## src/tmr_out_map.svh

```systemverilog
// Register offsets, field positions and reset values for the timer output block
`ifndef TMR_OUT_MAP_SVH
`define TMR_OUT_MAP_SVH
`define OFS_TOC      12'h000
`define OFS_PRM      12'h004
`define OFS_RUN      12'h008
`define OFS_STAT     12'h00C
`define OFS_MASK     12'h010
`define OFS_EVT      12'h014
// Output control field positions
`define TOC_INV_PRI  0
`define TOC_LVR      2
`define TOC_LVS      3
`define TOC_INV_SEC  4
`define TOC_OSPE     5
`define TOC_OSPT     6
`define TOC_TOE      0
// Prescaler field positions
`define PRM_CKS_LO   0
`define PRM_CKS_HI   1
`define PRM_ES0_LO   4
`define PRM_ES0_HI   5
`define PRM_ES1_LO   6
`define PRM_ES1_HI   7
// Status bits and register reset values
`define ST_EDGE0     0
`define ST_EDGE1     1
`define ST_SHOT      2
`define TOC_RST      8'h00
`define PRM_RST      8'h00
`endif

```

## src/tmr_out_pkg.sv

```systemverilog
// Types shared by the timer output block
package tmr_out_pkg;
    typedef enum logic [1:0]
    {
        EDGE_FALL = 2'h0,
        EDGE_RISE = 2'h1,
        EDGE_NONE = 2'h2,
        EDGE_BOTH = 2'h3
    } edge_sel_t;
    typedef enum logic [2:0]
    {
        SHOT_IDLE = 3'h1,
        SHOT_ARM  = 3'h2,
        SHOT_HOLD = 3'h4
    } shot_state_t;
endpackage

```

## src/edge_detect.sv

```systemverilog
// Synchronised edge detector for one timer edge input
`timescale 1ns/10ps
`default_nettype none
module edge_detect
    import tmr_out_pkg::*;
(
    input  wire logic      clk_in,
    input  wire logic      rst_in,
    input  wire logic      pin_in,
    input  wire logic      sample_in,
    input  wire logic      run_in,
    input  wire logic      en_in,
    input  wire logic [1:0] sel_in,
    output logic           edge_out
);
    logic sync1_q, sync2_q, samp_q, prev_q, first_q, run_q, edge_q;
    logic samp_d, prev_d, first_d, edge_d;
    logic rise, fall;

    // Next-state: sample on noise clock strobe, track enable history
    always_comb
    begin
        samp_d  = sample_in ? sync2_q : samp_q;
        prev_d  = samp_q;
        first_d = first_q;
        if (run_in && !run_q)
        begin
            // First enable after reset sees reset level low; later no edge
            prev_d  = first_q ? 1'b0 : samp_q;
            first_d = 1'b0;
        end
        rise   = samp_q && !prev_q;
        fall   = !samp_q && prev_q;
        edge_d = 1'b0;
        if (run_q && en_in)
        begin
            case (sel_in)
                EDGE_FALL: edge_d = fall;
                EDGE_RISE: edge_d = rise;
                EDGE_BOTH: edge_d = rise | fall;
                default:   edge_d = 1'b0;
            endcase
        end
    end

    // Registers, synchroniser first stage read only by second
    always_ff @(posedge clk_in)
    begin
        sync1_q <= pin_in;
        sync2_q <= sync1_q;
        if (rst_in)
        begin
            samp_q  <= 1'b0;
            prev_q  <= 1'b0;
            first_q <= 1'b1;
            run_q   <= 1'b0;
            edge_q  <= 1'b0;
        end
        else
        begin
            samp_q  <= samp_d;
            prev_q  <= prev_d;
            first_q <= first_d;
            run_q   <= run_in;
            edge_q  <= edge_d;
        end
    end
    assign edge_out = edge_q;
endmodule
`default_nettype wire

```

## src/tmr_out_ctrl.sv

```systemverilog
// Timer output flip-flop, one-shot trigger, prescaler and edge control
`include "tmr_out_map.svh"
`timescale 1ns/10ps
`default_nettype none
module tmr_out_ctrl
    import tmr_out_pkg::*;
#(
    parameter int DIV_W = 4
)
(
    input  wire logic        clk_in,
    input  wire logic        rst_in,
    input  wire logic        psel,
    input  wire logic        penable,
    input  wire logic        pwrite,
    input  wire logic [11:0] paddr,
    input  wire logic [31:0] pwdata,
    output logic             pready,
    output logic [31:0]      prdata,
    output logic             pslverr,
    input  wire logic        int_osc_sel_in,
    input  wire logic        first_edge_input_in,
    input  wire logic        shared_port_pin_in,
    input  wire logic        primary_match_in,
    input  wire logic        secondary_match_in,
    output logic             shared_port_pin_out,
    output logic             shared_port_pin_oe_out,
    output logic             count_tick_out,
    output logic             one_shot_start_out,
    output logic             first_edge_out,
    output logic             second_edge_out,
    output logic             irq_out
);
    logic [7:0] toc_q, toc_d, prm_q, prm_d;
    logic       toe_q, toe_d, run_q, run_d, ff_q, ff_d;
    logic       ready_q, ready_d, err_q, err_d, irq_q, irq_d;
    logic       shot_q, shot_d, tick_q, tick_d;
    logic [2:0] stat_q, stat_d, mask_q, mask_d;
    logic [31:0] rdata_q, rdata_d;
    logic [DIV_W-1:0] div_q, div_d;
    logic [1:0] oscdiv_q, oscdiv_d;
    shot_state_t st_q, st_d;
    logic       wr, rd, acc, e0, e1, sample, tick, sec_edge_en, oscstb;

    assign acc = psel && penable && !ready_q;
    assign wr  = acc && pwrite;
    assign rd  = acc && !pwrite;

    // Prescaler: slower clock source when CPU runs on internal oscillator
    always_comb
    begin
        oscdiv_d = oscdiv_q + 2'h1;
        oscstb   = (oscdiv_q == 2'h3);
        sample   = int_osc_sel_in ? oscstb : 1'b1;
        div_d    = int_osc_sel_in ? (oscstb ? div_q + 1'b1 : div_q)
                                  : div_q + 1'b1;
        case (prm_q[`PRM_CKS_HI:`PRM_CKS_LO])
            2'h0:    tick = sample;
            2'h1:    tick = div_q[0] && (sample || !int_osc_sel_in);
            2'h2:    tick = (div_q[1:0] == 2'h3) && sample;
            default: tick = e0;
        endcase
        tick_d = run_q && tick;
    end

    // Shared pin: output wins, second input edge only when output is off
    assign sec_edge_en = !toe_q;

    edge_detect u_edge0
    (
        .clk_in    (clk_in),
        .rst_in    (rst_in),
        .pin_in    (first_edge_input_in),
        .sample_in (sample),
        .run_in    (run_q),
        .en_in     (1'b1),
        .sel_in    (prm_q[`PRM_ES0_HI:`PRM_ES0_LO]),
        .edge_out  (e0)
    );
    edge_detect u_edge1
    (
        .clk_in    (clk_in),
        .rst_in    (rst_in),
        .pin_in    (shared_port_pin_in),
        .sample_in (sample),
        .run_in    (run_q),
        .en_in     (sec_edge_en),
        .sel_in    (prm_q[`PRM_ES1_HI:`PRM_ES1_LO]),
        .edge_out  (e1)
    );

    // Register writes, output flip-flop, one-shot and interrupt state
    always_comb
    begin
        toc_d   = toc_q;
        prm_d   = prm_q;
        toe_d   = toe_q;
        run_d   = run_q;
        mask_d  = mask_q;
        ff_d    = ff_q;
        st_d    = st_q;
        shot_d  = 1'b0;
        ready_d = acc;
        err_d   = 1'b0;
        rdata_d = 32'h0;
        // Trigger and level bits self-clear: never stored across a cycle
        toc_d[`TOC_OSPT] = 1'b0;
        toc_d[`TOC_LVS]  = 1'b0;
        toc_d[`TOC_LVR]  = 1'b0;
        // Inversion on compare matches while output runs
        if (run_q && toe_q)
        begin
            if ((primary_match_in && toc_q[`TOC_INV_PRI]) ^
                (secondary_match_in && toc_q[`TOC_INV_SEC]))
                ff_d = !ff_q;
        end
        case (st_q)
            SHOT_IDLE: st_d = SHOT_IDLE;
            SHOT_ARM:
            begin
                shot_d = 1'b1;
                st_d   = SHOT_HOLD;
            end
            SHOT_HOLD: st_d = tick_q ? SHOT_IDLE : SHOT_HOLD;
            default:   st_d = SHOT_IDLE;
        endcase
        if (wr)
        begin
            case (paddr)
                `OFS_TOC:
                begin
                    toc_d = pwdata[7:0];
                    toc_d[`TOC_LVS]  = 1'b0;
                    toc_d[`TOC_LVR]  = 1'b0;
                    toc_d[`TOC_OSPT] = 1'b0;
                    if (pwdata[`TOC_LVS])
                        ff_d = 1'b1;
                    else if (pwdata[`TOC_LVR])
                        ff_d = 1'b0;
                    // Ignore triggers outside one-shot mode or too soon
                    if (pwdata[`TOC_OSPT] && toc_q[`TOC_OSPE] &&
                        st_q == SHOT_IDLE)
                        st_d = SHOT_ARM;
                end
                `OFS_PRM:  prm_d = pwdata[7:0];
                `OFS_RUN:
                begin
                    run_d = pwdata[0];
                    toe_d = pwdata[1];
                end
                `OFS_MASK: mask_d = pwdata[2:0];
                `OFS_STAT: ;
                default:   err_d = 1'b1;
            endcase
        end
        if (rd)
        begin
            case (paddr)
                `OFS_TOC:  rdata_d = {24'h0, toc_q};
                `OFS_PRM:  rdata_d = {24'h0, prm_q};
                `OFS_RUN:  rdata_d = {30'h0, toe_q, run_q};
                `OFS_STAT: rdata_d = {29'h0, stat_q};
                `OFS_MASK: rdata_d = {29'h0, mask_q};
                `OFS_EVT:  rdata_d = {31'h0, ff_q};
                default:   err_d = 1'b1;
            endcase
        end
        // Sticky status: set wins over write-one-to-clear
        stat_d = stat_q;
        if (wr && paddr == `OFS_STAT)
            stat_d = stat_q & ~pwdata[2:0];
        stat_d = stat_d | {shot_q, e1, e0};
        irq_d  = |(stat_d & mask_d);
    end

    // State registers
    always_ff @(posedge clk_in)
    begin
        if (rst_in)
        begin
            toc_q    <= `TOC_RST;
            prm_q    <= `PRM_RST;
            toe_q    <= 1'b0;
            run_q    <= 1'b0;
            ff_q     <= 1'b0;
            st_q     <= SHOT_IDLE;
            shot_q   <= 1'b0;
            tick_q   <= 1'b0;
            stat_q   <= 3'h0;
            mask_q   <= 3'h0;
            irq_q    <= 1'b0;
            ready_q  <= 1'b0;
            err_q    <= 1'b0;
            rdata_q  <= 32'h0;
            div_q    <= '0;
            oscdiv_q <= 2'h0;
        end
        else
        begin
            toc_q    <= toc_d;
            prm_q    <= prm_d;
            toe_q    <= toe_d;
            run_q    <= run_d;
            ff_q     <= ff_d;
            st_q     <= st_d;
            shot_q   <= shot_d;
            tick_q   <= tick_d;
            stat_q   <= stat_d;
            mask_q   <= mask_d;
            irq_q    <= irq_d;
            ready_q  <= ready_d;
            err_q    <= err_d;
            rdata_q  <= rdata_d;
            div_q    <= div_d;
            oscdiv_q <= oscdiv_d;
        end
    end

    // Outputs all come from flops; pin driven only when output enabled
    assign pready                 = ready_q;
    assign pslverr                = err_q;
    assign prdata                 = rdata_q;
    assign shared_port_pin_out    = ff_q;
    assign shared_port_pin_oe_out = toe_q;
    assign count_tick_out         = tick_q;
    assign one_shot_start_out     = shot_q;
    assign first_edge_out         = stat_q[`ST_EDGE0];
    assign second_edge_out        = stat_q[`ST_EDGE1];
    assign irq_out                = irq_q;

    chk_lvl_readzero: assert property (@(posedge clk_in) disable iff (rst_in)
        !toc_q[`TOC_LVS] && !toc_q[`TOC_LVR])
        else $error("level bits stored");
    chk_trig_clear: assert property (@(posedge clk_in) disable iff (rst_in)
        !toc_q[`TOC_OSPT])
        else $error("trigger stored");
    chk_lvs_high: assert property (@(posedge clk_in) disable iff (rst_in)
        wr && paddr == `OFS_TOC && pwdata[`TOC_LVS] |=> ff_q)
        else $error("set did not force high");
    chk_lvr_low: assert property (@(posedge clk_in) disable iff (rst_in)
        wr && paddr == `OFS_TOC && !pwdata[`TOC_LVS] && pwdata[`TOC_LVR]
        |=> !ff_q)
        else $error("reset did not force low");
    chk_pin_excl: assert property (@(posedge clk_in) disable iff (rst_in)
        shared_port_pin_oe_out |-> ##2 !e1)
        else $error("edge while output");
    chk_shot_pulse: assert property (@(posedge clk_in) disable iff (rst_in)
        st_q == SHOT_ARM |=> shot_q ##1 !shot_q)
        else $error("one-shot start not one cycle");
    chk_tick_stop: assert property (@(posedge clk_in) disable iff (rst_in)
        !run_q |=> !tick_q)
        else $error("tick while stopped");
    chk_irq_level: assert property (@(posedge clk_in) disable iff (rst_in)
        $rose(stat_q[0]) && mask_q[0] |-> irq_q)
        else $error("irq missing");
endmodule
`default_nettype wire

```

## config.mk

```make
export PLATFORM = sky130hd
export DESIGN_NAME = tmr_out_ctrl
export DESIGN_NICKNAME = d
export VERILOG_FILES = /design/src/tmr_out_pkg.sv /design/src/edge_detect.sv /design/src/tmr_out_ctrl.sv
export VERILOG_INCLUDE_DIRS = /design/src
export SDC_FILE = /design/constraint.sdc
export NUM_CORES = 1
export LEC_CHECK = 0
export BUFFER_PORTS_ARGS = -buffer_cell sky130_fd_sc_hd__buf_2
export CORE_AREA = 2 2 79 81
export CTS_BUF_LIST = sky130_fd_sc_hd__clkbuf_16
export CTS_CLUSTER_DIAMETER = 30
export DETAILED_ROUTE_END_ITERATION = 10
export DIE_AREA = 0 0 81 83
export PLACE_DENSITY = 0.79
export SLEW_MARGIN = 20
export SYNTH_ARGS = -nofsm -noshare
export SYNTH_HDL_FRONTEND = slang
export SYNTH_HIERARCHICAL = 1
export SYNTH_SLANG_ARGS = --single-unit
```

## constraint.sdc

```tcl
create_clock -name clk_in -period 2.8 [get_ports clk_in]
set_input_delay 0.28 -clock clk_in [delete_from_list [all_inputs] [get_ports clk_in]]
set_output_delay 0.28 -clock clk_in [all_outputs]
set_load 0.005 [all_outputs]
```

==> results.json, run 1 <==
{
  "status": "finished clean",
  "use_met1_pct": 18.2,
  "setup_violations": 0,
  "cp_num_cells": 5,
  "synth_top_area_cell": "dfxtp_1",
  "slowest_delay_ns": 0.50,
  "numPortBuffers": 46,
  "hold_viol_final": 0,
  "dp_slack_ns": 0.665,
  "stdcell_area_mm2": 0.00282,
  "grt_pass1_wl_um": 7700,
  "cp_num_buf_inv": 0,
  "placed_area_mm2": 0.00266,
  "grt.busiest_layer": "met2",
  "synth_area_mm2": 0.00244,
  "p_leak_nw": 1.25,
  "slew_violations": 0,
  "fmax_mhz": 528,
  "met3_usage_pct": 4.78,
  "reg2reg_depth": 5,
  "drt_first_pass_iters": 4,
  "clk_pin_slew_worst_paths_ns": 0.07,
  "critical_path_class": "reg -> reg",
  "numCtsBuffers": 5,
  "synth_common_cells": "dfxtp_1, nor2_1, mux2i_1",
  "route.detailed.drc": 0,
  "diodes": 0,
  "nNetsFinal": 357,
  "ys_warn_count": 6,
  "cp_top_family": "simple AND/OR/NAND/NOR gates",
  "cts_resized": 0,
  "start_util_pct": 41.9,
  "grtUsageTotal_pct": 14.9,
  "synth_cells": 249,
  "fp.dieH_um": 83,
  "holdWs_ns": 0.0864,
  "vias": 1795,
  "finalNonFillerCells": 373,
  "antenna_found_initial": 0,
  "synth_most_common_cell": "dfxtp_1",
  "clock-sinks": 56,
  "antenna_left": 0,
  "ys_ff_latch": 56,
  "synth.area.top_cells": "dfxtp_1, mux2i_1, buf_4, nor2_1, ha_1",
  "synth_top_flop_cell": "dfxtp_1",
  "area.growth.synth_to_final_pct": 15.8,
  "std_cell_rows": 28,
  "cp-startpoint": "pready$_SDFF_PP0_",
  "hold_buffers": 0,
  "drv_cap": 0,
  "reg2reg_from": "pready$_SDFF_PP0_",
  "grt_max_degree": 44,
  "gr-total-overflow": 0,
  "nFillCells": 557,
  "cp-start-kind": "flop",
  "power_density_mw_per_mm2": 563,
  "seq_area_frac_synth_pct": 46.0,
  "cp-end-kind": "flop",
  "peakVddDrop_uv": 298,
  "critPathRequiredTime_ns": 2.97,
  "yosysTopAreaCellShare_pct": 46.0,
  "min_from": "first_edge_input_in",
  "skew_ns": 0.00487,
  "rsz0062_at_grt": "false",
  "first_iter_violations": 72,
  "period_minus_slack_ns": 1.89,
  "place_hpwl_um": 3540,
  "h-tree-depth": 2,
  "coreArea_mm2": 0.00582,
  "slowest_stage": "or3_4",
  "async_flop_share_pct": 0,
  "synth_edf_count": 0,
  "hold_depth": 1,
  "die_width_um": 81,
  "place_congestion": 0.897,
  "routedWlPerCell_um": 12.8,
  "place_inst": 365,
  "cts_tree": "done",
  "ios": 95,
  "register_area_mm2": 0.00112,
  "fin_setup_tns_ns": 0,
  "synth.distinct_cells": 45,
  "path_cells": "nand4b_1 > or3_4 > nor3b_2 > nor4_1 > or3_1",
  "clock_latency_ns": 0.29,
  "wl_um": 4760,
  "avgSynthCellArea_um2": 9.78,
  "grtUsageMet2_pct": 23.7,
  "worst_slack_ns": 0.907,
  "grt_pass1_vias": 1621,
  "viasPerCell": 4.81,
  "cp.arrival_ns": 2.07,
  "clk_path_buf_depth": 2,
  "drive_gt1_share_pct": 21.8,
  "critPathMaxFanout": 5,
  "die_area_mm2": 0.00672,
  "multiInputGateArea_mm2": 0.00116,
  "hp-class": "in -> reg",
  "postCtsSetupRepairBufs": 0,
  "clock-root-buffer": "clkbuf_16",
  "period_share_pct": 67.6
}
==> logic make-up (layout without fill, tap and decap cells) <==
kind of cell / Yosys count / count (layout) / share of synthesized area (%)
simple gates: 93 / 93 / 21.4
flops: 56 / 56 / 46.0
buf+inv: 41 / 67 / 10.1
mux: 30 / 30 / 13.0
compound gates: 18 / 18 / 5.03
fa+ha+maj: 6 / 6 / 3.08
xor+xnor: 3 / 3 / 1.08
other cells: 2 / 25 / 0.308
==> sequential cells by signal (all words and copies together) (netlist names), 2 cells and up <==
signal    count
stat_q        3
toc_q         5
div_q         2
prdata        8
mask_q        3
oscdiv_q      2
prm_q         8
st_q          3
==> placed cells by master (no fill, tap or decap), types with 5 or more instances in the layout <==
master      n
ha_1        6
conb_1     25
nor2b_1     5
nand2_1     7
nor2_1     38
clkbuf_16   5
nor3_1      8
mux2i_1    26
dfxtp_1    56
buf_2      46
inv_1      11
==> report_power, final <==
group          total, mW  internal, mW  switching, mW
Combinational     0.0940        0.0382         0.0557
Clock              0.678         0.416          0.262
Sequential         0.817         0.810        0.00734
==> layout make-up <==
type                    instances  share of cell area [%]
clock inverters                 3                    1.33
multi-input cells             175                    41.0
repair buffers                 48                    8.70
flip-flops and latches         56                    39.8
clock buffers                   5                    4.44
inverters                      11                    1.46
well taps                      75                    3.33
==> metal layers <==
metal,routed length [um],vias to the layer above,part of all wire (%)
li1,-,904,-
met1,2080,811,44
met2,2210,65,46
met3,332,15,7.0
met4,146,0,3.1
met5,0,-,0
==> per-stage QoR <==
step	utilization (%)	power (mW)
6_report	48.5	1.59
5_1_grt	48.5	1.66
4_1_cts	48.5	1.60
3_5_place_dp	45.7	0.928
3_3_place_gp	45.7	0.925
2_1_floorplan	-	0.911
==> path summary, 6_finish.rpt <==
check,end,slack (ns)
worst max-delay path,irq_out$_SDFF_PP0_,0.91
worst min-delay path,u_edge0/sync1_q$_DFF_P_,0.09
worst max register to register,irq_out$_SDFF_PP0_,0.91
worst min register to register,u_edge1/sync2_q$_DFF_P_,0.33
Note: power is estimated with default switching activity, not from simulation.
==> inputs of run 2 (changes only) <==
--- a/config.mk
+++ b/config.mk
@@ -12,7 +12,7 @@
 export CTS_CLUSTER_DIAMETER = 30
 export DETAILED_ROUTE_END_ITERATION = 10
 export DIE_AREA = 0 0 81 83
-export PLACE_DENSITY = 0.79
+export PLACE_DENSITY = 0.82
 export SLEW_MARGIN = 20
 export SYNTH_ARGS = -nofsm -noshare
 export SYNTH_HDL_FRONTEND = slang
==> constraint.sdc (replaced) <==
create_clock -name clk_in -period 1.7 [get_ports clk_in]
set_input_delay 0.17 -clock clk_in [delete_from_list [all_inputs] [get_ports clk_in]]
set_output_delay 0.17 -clock clk_in [all_outputs]
set_load 0.005 [all_outputs]
==> run 2 against run 1 <==
The flow now finishes with violations (setup timing). Combinational power grew 86%. Register-to-register slack lost 0.97 ns. Clock skew is essentially flat. Utilization increased by 2.4 points. Design area up 5.0%. Via count rose by 6.0%. Fmax up 7.3%. Largest power group unchanged.
==> results.json, run 2 (synthesis results as in run 1) <==
{
  "numPortBuffers": 46,
  "period_minus_slack_ns": 1.76,
  "cp_common_cell": "nand4b_1",
  "internal-power_mw": 1.95,
  "period_share_pct": 104,
  "rsz0062_at_grt": "true",
  "cts_tree": "done",
  "reg2reg_depth": 6,
  "nNetsFinal": 377,
  "die_area_mm2": 0.00672,
  "antenna_found_initial": 0,
  "stdcell_area_mm2": 0.00296,
  "setup_violations": 1,
  "cp-startpoint": "pready$_SDFF_PP0_",
  "slowest_stage": "or3_1",
  "grt_max_degree": 44,
  "multiInputGateArea_mm2": 0.00116,
  "p_leak_nw": 1.34,
  "hp-class": "in -> reg",
  "p_seq_share_pct": 54.0,
  "slowest_delay_ns": 0.35,
  "final_cell_mix": "dfxtp_1, buf_2, nor2_1",
  "fmax_mhz": 567,
  "power_density_mw_per_mm2": 842,
  "nFillCells": 553,
  "placed_area_mm2": 0.00278,
  "route.detailed.drc": 0,
  "place_inst": 380,
  "coreArea_mm2": 0.00582,
  "diodes": 0,
  "gr-total-overflow": 0,
  "final_common_cell": "dfxtp_1",
  "wl_um": 5140,
  "clock_latency_ns": 0.29,
  "drt_first_pass_iters": 4,
  "peakVddDrop_uv": 446,
  "cp.arrival_ns": 1.94,
  "cp-start-kind": "flop",
  "vias": 1902,
  "cp-end-kind": "flop",
  "p_clk_share_pct": 39.0,
  "drv_cap": 0,
  "slew_violations": 0,
  "antenna_left": 0,
  "start_util_pct": 41.9,
  "place_congestion": 0.847,
  "grt_pass1_vias": 1814,
  "path_cells": "nand4b_1 > nor2_1 > nand4b_1 > mux2i_1 > nor4_1 > or3_1",
  "reg2reg_from": "pready$_SDFF_PP0_",
  "final_core_util_pct": 50.9,
  "drive_gt1_share_pct": 27.4,
  "area.growth.synth_to_final_pct": 21.5,
  "first_iter_violations": 148,
  "status": "complete, but fails checks",
  "min_from": "pwdata[7]",
  "r2r-end": "irq_out$_SDFF_PP0_",
  "cp-endpoint": "irq_out$_SDFF_PP0_",
  "register_area_mm2": 0.00112,
  "p_comb_share_pct": 7.0,
  "clk_pin_slew_worst_paths_ns": 0.07,
  "die_width_um": 81,
  "fp.dieH_um": 83,
  "clk_path_buf_depth": 2,
  "grtUsageTotal_pct": 15.7,
  "critPathMaxFanout": 3,
  "hold_viol_final": 0,
  "worst_slack_ns": -0.0637,
  "r2r_setup_slack_ns": -0.06,
  "routedWlPerCell_um": 13.1,
  "clock-root-buffer": "clkbuf_16",
  "swShare_pct": 21.9,
  "std_cell_rows": 28,
  "viasPerCell": 4.84,
  "critPathRequiredTime_ns": 1.88,
  "clock-sinks": 56,
  "ios": 95,
  "skew_ns": 0.00459,
  "h-tree-depth": 2,
  "critical_path_class": "reg -> reg",
  "finalNonFillerCells": 393,
  "violations": "setup timing",
  "grt_pass1_wl_um": 8290,
  "switchingPower_mw": 0.545,
  "numCtsBuffers": 5,
  "place_hpwl_um": 3850
}
==> run 2: cell types whose count changed in the layout (fill, tap and decap cells not counted), sizes merged <==
| cell | previous run | this run |
|---|---|---|
| clkinv | 2 | 3 |
| bufinv | 1 | 0 |
| dlygate4sd3 | 0 | 2 |
| buf | 48 | 66 |
==> run 2: final cells by class <==
cell class | instances | share of cell area (%)
inverter | 11 | 1.39
tap | 75 | 3.17
timing repair buffer | 68 | 13.5
clock buffer | 5 | 4.23
sequential | 56 | 37.9
clock inverter | 3 | 0.465
multi-input combinational | 175 | 39.3
==> run 2: per-layer routing <==
layer  vias up  track usage [%]  share of wire [%]
met4         0             3.24                1.5
met3         8             3.59                6.8
met1       881             18.1                 41
met2        73             28.9                 51
li1        940                -                  -
met5         -                0                  0
==> run 2: critical path: cells and delay by family (launching register included) <==
family / cells / cell delay, ns
flip-flops: 1 / 0.32
AND/OR/NAND/NOR: 5 / 1.03
multiplexers: 1 / 0.30
==> run 2: worst min path at each step <==
stage                                   end  slack, ns  cells after the start
finish                prm_q[7]$_SDFFE_PP0P_       0.14                      3
global route          toc_q[7]$_SDFFE_PP0N_       0.16                      3
detailed placement  u_edge1/sync1_q$_DFF_P_       0.27                      1
CTS                   prm_q[7]$_SDFFE_PP0P_       0.14                      3
global placement    u_edge0/sync1_q$_DFF_P_       0.27                      1
floorplan           u_edge0/sync1_q$_DFF_P_       0.20                      0
==> run 2: per-stage QoR <==
stage | power [mW] | hold slack [ns] | setup TNS, ns | setup slack (ns)
3_3_place_gp | 1.54 | 0.273 | -0.510 | -0.158
2_1_floorplan | 1.50 | 0.198 | -0.0135 | -0.0135
3_5_place_dp | 1.54 | 0.274 | -0.771 | -0.243
5_1_grt | 2.59 | 0.161 | -0.384 | -0.177
4_1_cts | 2.52 | 0.142 | -0.0644 | -0.0644
6_report | 2.49 | 0.141 | -0.0637 | -0.0637
==> run 2: power by group through the flow <==
stage,sequential (mW),combinational (mW),clock [mW]
floorplan,1.37,0.128,0
global placement,1.37,0.164,0
detailed placement,1.38,0.169,0
CTS,1.35,0.174,0.998
global route,1.35,0.199,1.05
finish,1.35,0.175,0.971
==> run 2: what timing repair did <==
| item | in CTS | in global routing |
|---|---|---|
| pin swaps | 5 | 0 |
| hold endpoints to repair | 2 | 0 |
| hold buffers | 2 | 0 |
| resized for setup | 0 | 1 |
| endpoints found under the setup margin | 1 | 7 |
| setup buffers | 2 | 1 |
==> inputs of run 3 (changes only) <==
--- a/config.mk
+++ b/config.mk
@@ -13,6 +13,7 @@
 export DETAILED_ROUTE_END_ITERATION = 10
 export DIE_AREA = 0 0 81 83
 export PLACE_DENSITY = 0.82
+export SETUP_SLACK_MARGIN = 0.2
 export SLEW_MARGIN = 20
 export SYNTH_ARGS = -nofsm -noshare
 export SYNTH_HDL_FRONTEND = slang
==> run 3 against run 2 <==
The flow still finishes with violations (setup timing). Critical endpoint unchanged. Fmax down 2.9%. Register-to-register slack lost 0.05 ns. Highest routed layer unchanged. First-iteration DRC count decreased by 47%. Count of clock-buffer cells in the layout stayed put. Critical path depth down 1. Clock power increased by 0.5%. Critical path type unchanged. Clock skew down 0.00055 ns. Design area is 7.1% higher.
==> results.json, run 3 (synthesis results as in run 1) <==
{
  "hp-class": "in -> reg",
  "grt_pass1_vias": 1857,
  "stdcell_area_mm2": 0.00317,
  "antenna_found_initial": 0,
  "numPortBuffers": 46,
  "final_common_cell": "dfxtp_1",
  "wl_met2_um": 2990,
  "clk_pin_slew_worst_paths_ns": 0.07,
  "path_cells": "nand4b_1 > or3_4 > nor3b_4 > nor4_1 > or3_1",
  "cp_num_buf_inv": 0,
  "fmax_mhz": 551,
  "cp-start-kind": "flop",
  "period_share_pct": 107,
  "grtUsageTotal_pct": 16.7,
  "met1_length_um": 2280,
  "place_hpwl_um": 3890,
  "fp.dieH_um": 83,
  "diodes": 0,
  "routedWlPerCell_um": 14.1,
  "rsz0062_at_grt": "true",
  "route.detailed.drc": 0,
  "slowest_stage": "or3_4",
  "nNetsFinal": 384,
  "viasPerCell": 4.99,
  "critPathRequiredTime_ns": 1.87,
  "cp-end-kind": "flop",
  "coreArea_mm2": 0.00582,
  "std_cell_rows": 28,
  "drive_gt1_share_pct": 33.5,
  "die_width_um": 81,
  "hold_viol_final": 0,
  "route.met3.wl_um": 325,
  "grt_max_degree": 44,
  "clock-root-buffer": "clkbuf_16",
  "clock-sinks": 56,
  "holdWs_ns": 0.135,
  "skew_ns": 0.00404,
  "peakVddDrop_uv": 413,
  "register_area_mm2": 0.00112,
  "worst_slack_ns": -0.115,
  "die_area_mm2": 0.00672,
  "cp.arrival_ns": 1.98,
  "power_density_mw_per_mm2": 792,
  "final_core_util_pct": 54.5,
  "antenna_left": 0,
  "grt_pass1_wl_um": 8690,
  "fin_setup_tns_ns": -0.397,
  "placed_area_mm2": 0.00280,
  "start_util_pct": 41.9,
  "numCtsBuffers": 5,
  "violations": "setup timing",
  "vias": 1994,
  "first_iter_violations": 79,
  "clk_path_buf_depth": 2,
  "setup_violations": 5,
  "nFillCells": 507,
  "cts_tree": "done",
  "drt_first_pass_iters": 4,
  "place_congestion": 0.796,
  "h-tree-depth": 2,
  "critPathMaxFanout": 3,
  "drv_cap": 0,
  "slew_violations": 0,
  "final_cell_mix": "dfxtp_1, buf_2, nor2_1",
  "cp_top_family": "simple AND/OR/NAND/NOR gates",
  "wl_um": 5650,
  "finalPower_mw": 2.51,
  "multiInputGateArea_mm2": 0.00128,
  "ios": 95,
  "status": "complete, but fails checks",
  "highest_layer": "met4",
  "p_leak_nw": 1.41,
  "slowest_delay_ns": 0.49,
  "gr-total-overflow": 0,
  "clock_latency_ns": 0.29,
  "period_minus_slack_ns": 1.82,
  "area.growth.synth_to_final_pct": 30.1,
  "critical_path_class": "reg -> reg"
}
[run 3: path summary, 6_finish.rpt]
check / startpoint / end / slack [ns] / depth (start not counted)
max reg2reg: pready$_SDFF_PP0_ / irq_out$_SDFF_PP0_ / -0.12 / 5
min reg2reg: u_edge0/sync1_q$_DFF_P_ / u_edge0/sync2_q$_DFF_P_ / 0.33 / 0
min: pwdata[7] / prm_q[7]$_SDFFE_PP0P_ / 0.13 / 3
max: pready$_SDFF_PP0_ / irq_out$_SDFF_PP0_ / -0.12 / 5
[run 3: layout make-up]
class                      count  share of cell area (%)
clock buffer                   5                    3.95
clock inverter                 3                   0.434
inverter                      11                    1.30
multi-input combinational    175                    40.5
sequential                    56                    35.4
tap                           75                    2.96
timing repair buffer          75                    15.5
[run 3: through the flow]
step	worst slack, ns	std cells
after floorplan	-0.0135	272
after global placement	-0.147	382
after detailed placement	-0.208	382
after CTS	-0.0898	398
after global routing	-0.203	400
final	-0.115	400
[run 3: report_power, final]
| group | internal (mW) | switching (mW) |
|---|---|---|
| registers | 1.33 | 0.0114 |
| clock network | 0.536 | 0.440 |
| logic | 0.0823 | 0.106 |
| total | 1.95 | 0.557 |
[run 3: what timing repair did]
item                       CTS  global route
hold endpoints to repair     2             0
setup endpoints to repair   21            30
hold buffers                 2             0
setup buffers                6             2
pin swaps                   13            13
resized for setup           19            18
[run 3: per-layer routing]
layer  up-vias  track usage (%)
met5         -                0
met4         0             4.93
met3         4             4.02
met2        70             29.9
met1       960             19.2
li1        960                -
[run 3: worst min-delay path, delay by kind of cell]
family / cells / cell delay (ns)
muxes: 1 / 0.06
buffers and inverters: 1 / 0.09
and+or+nand+nor: 1 / 0.07
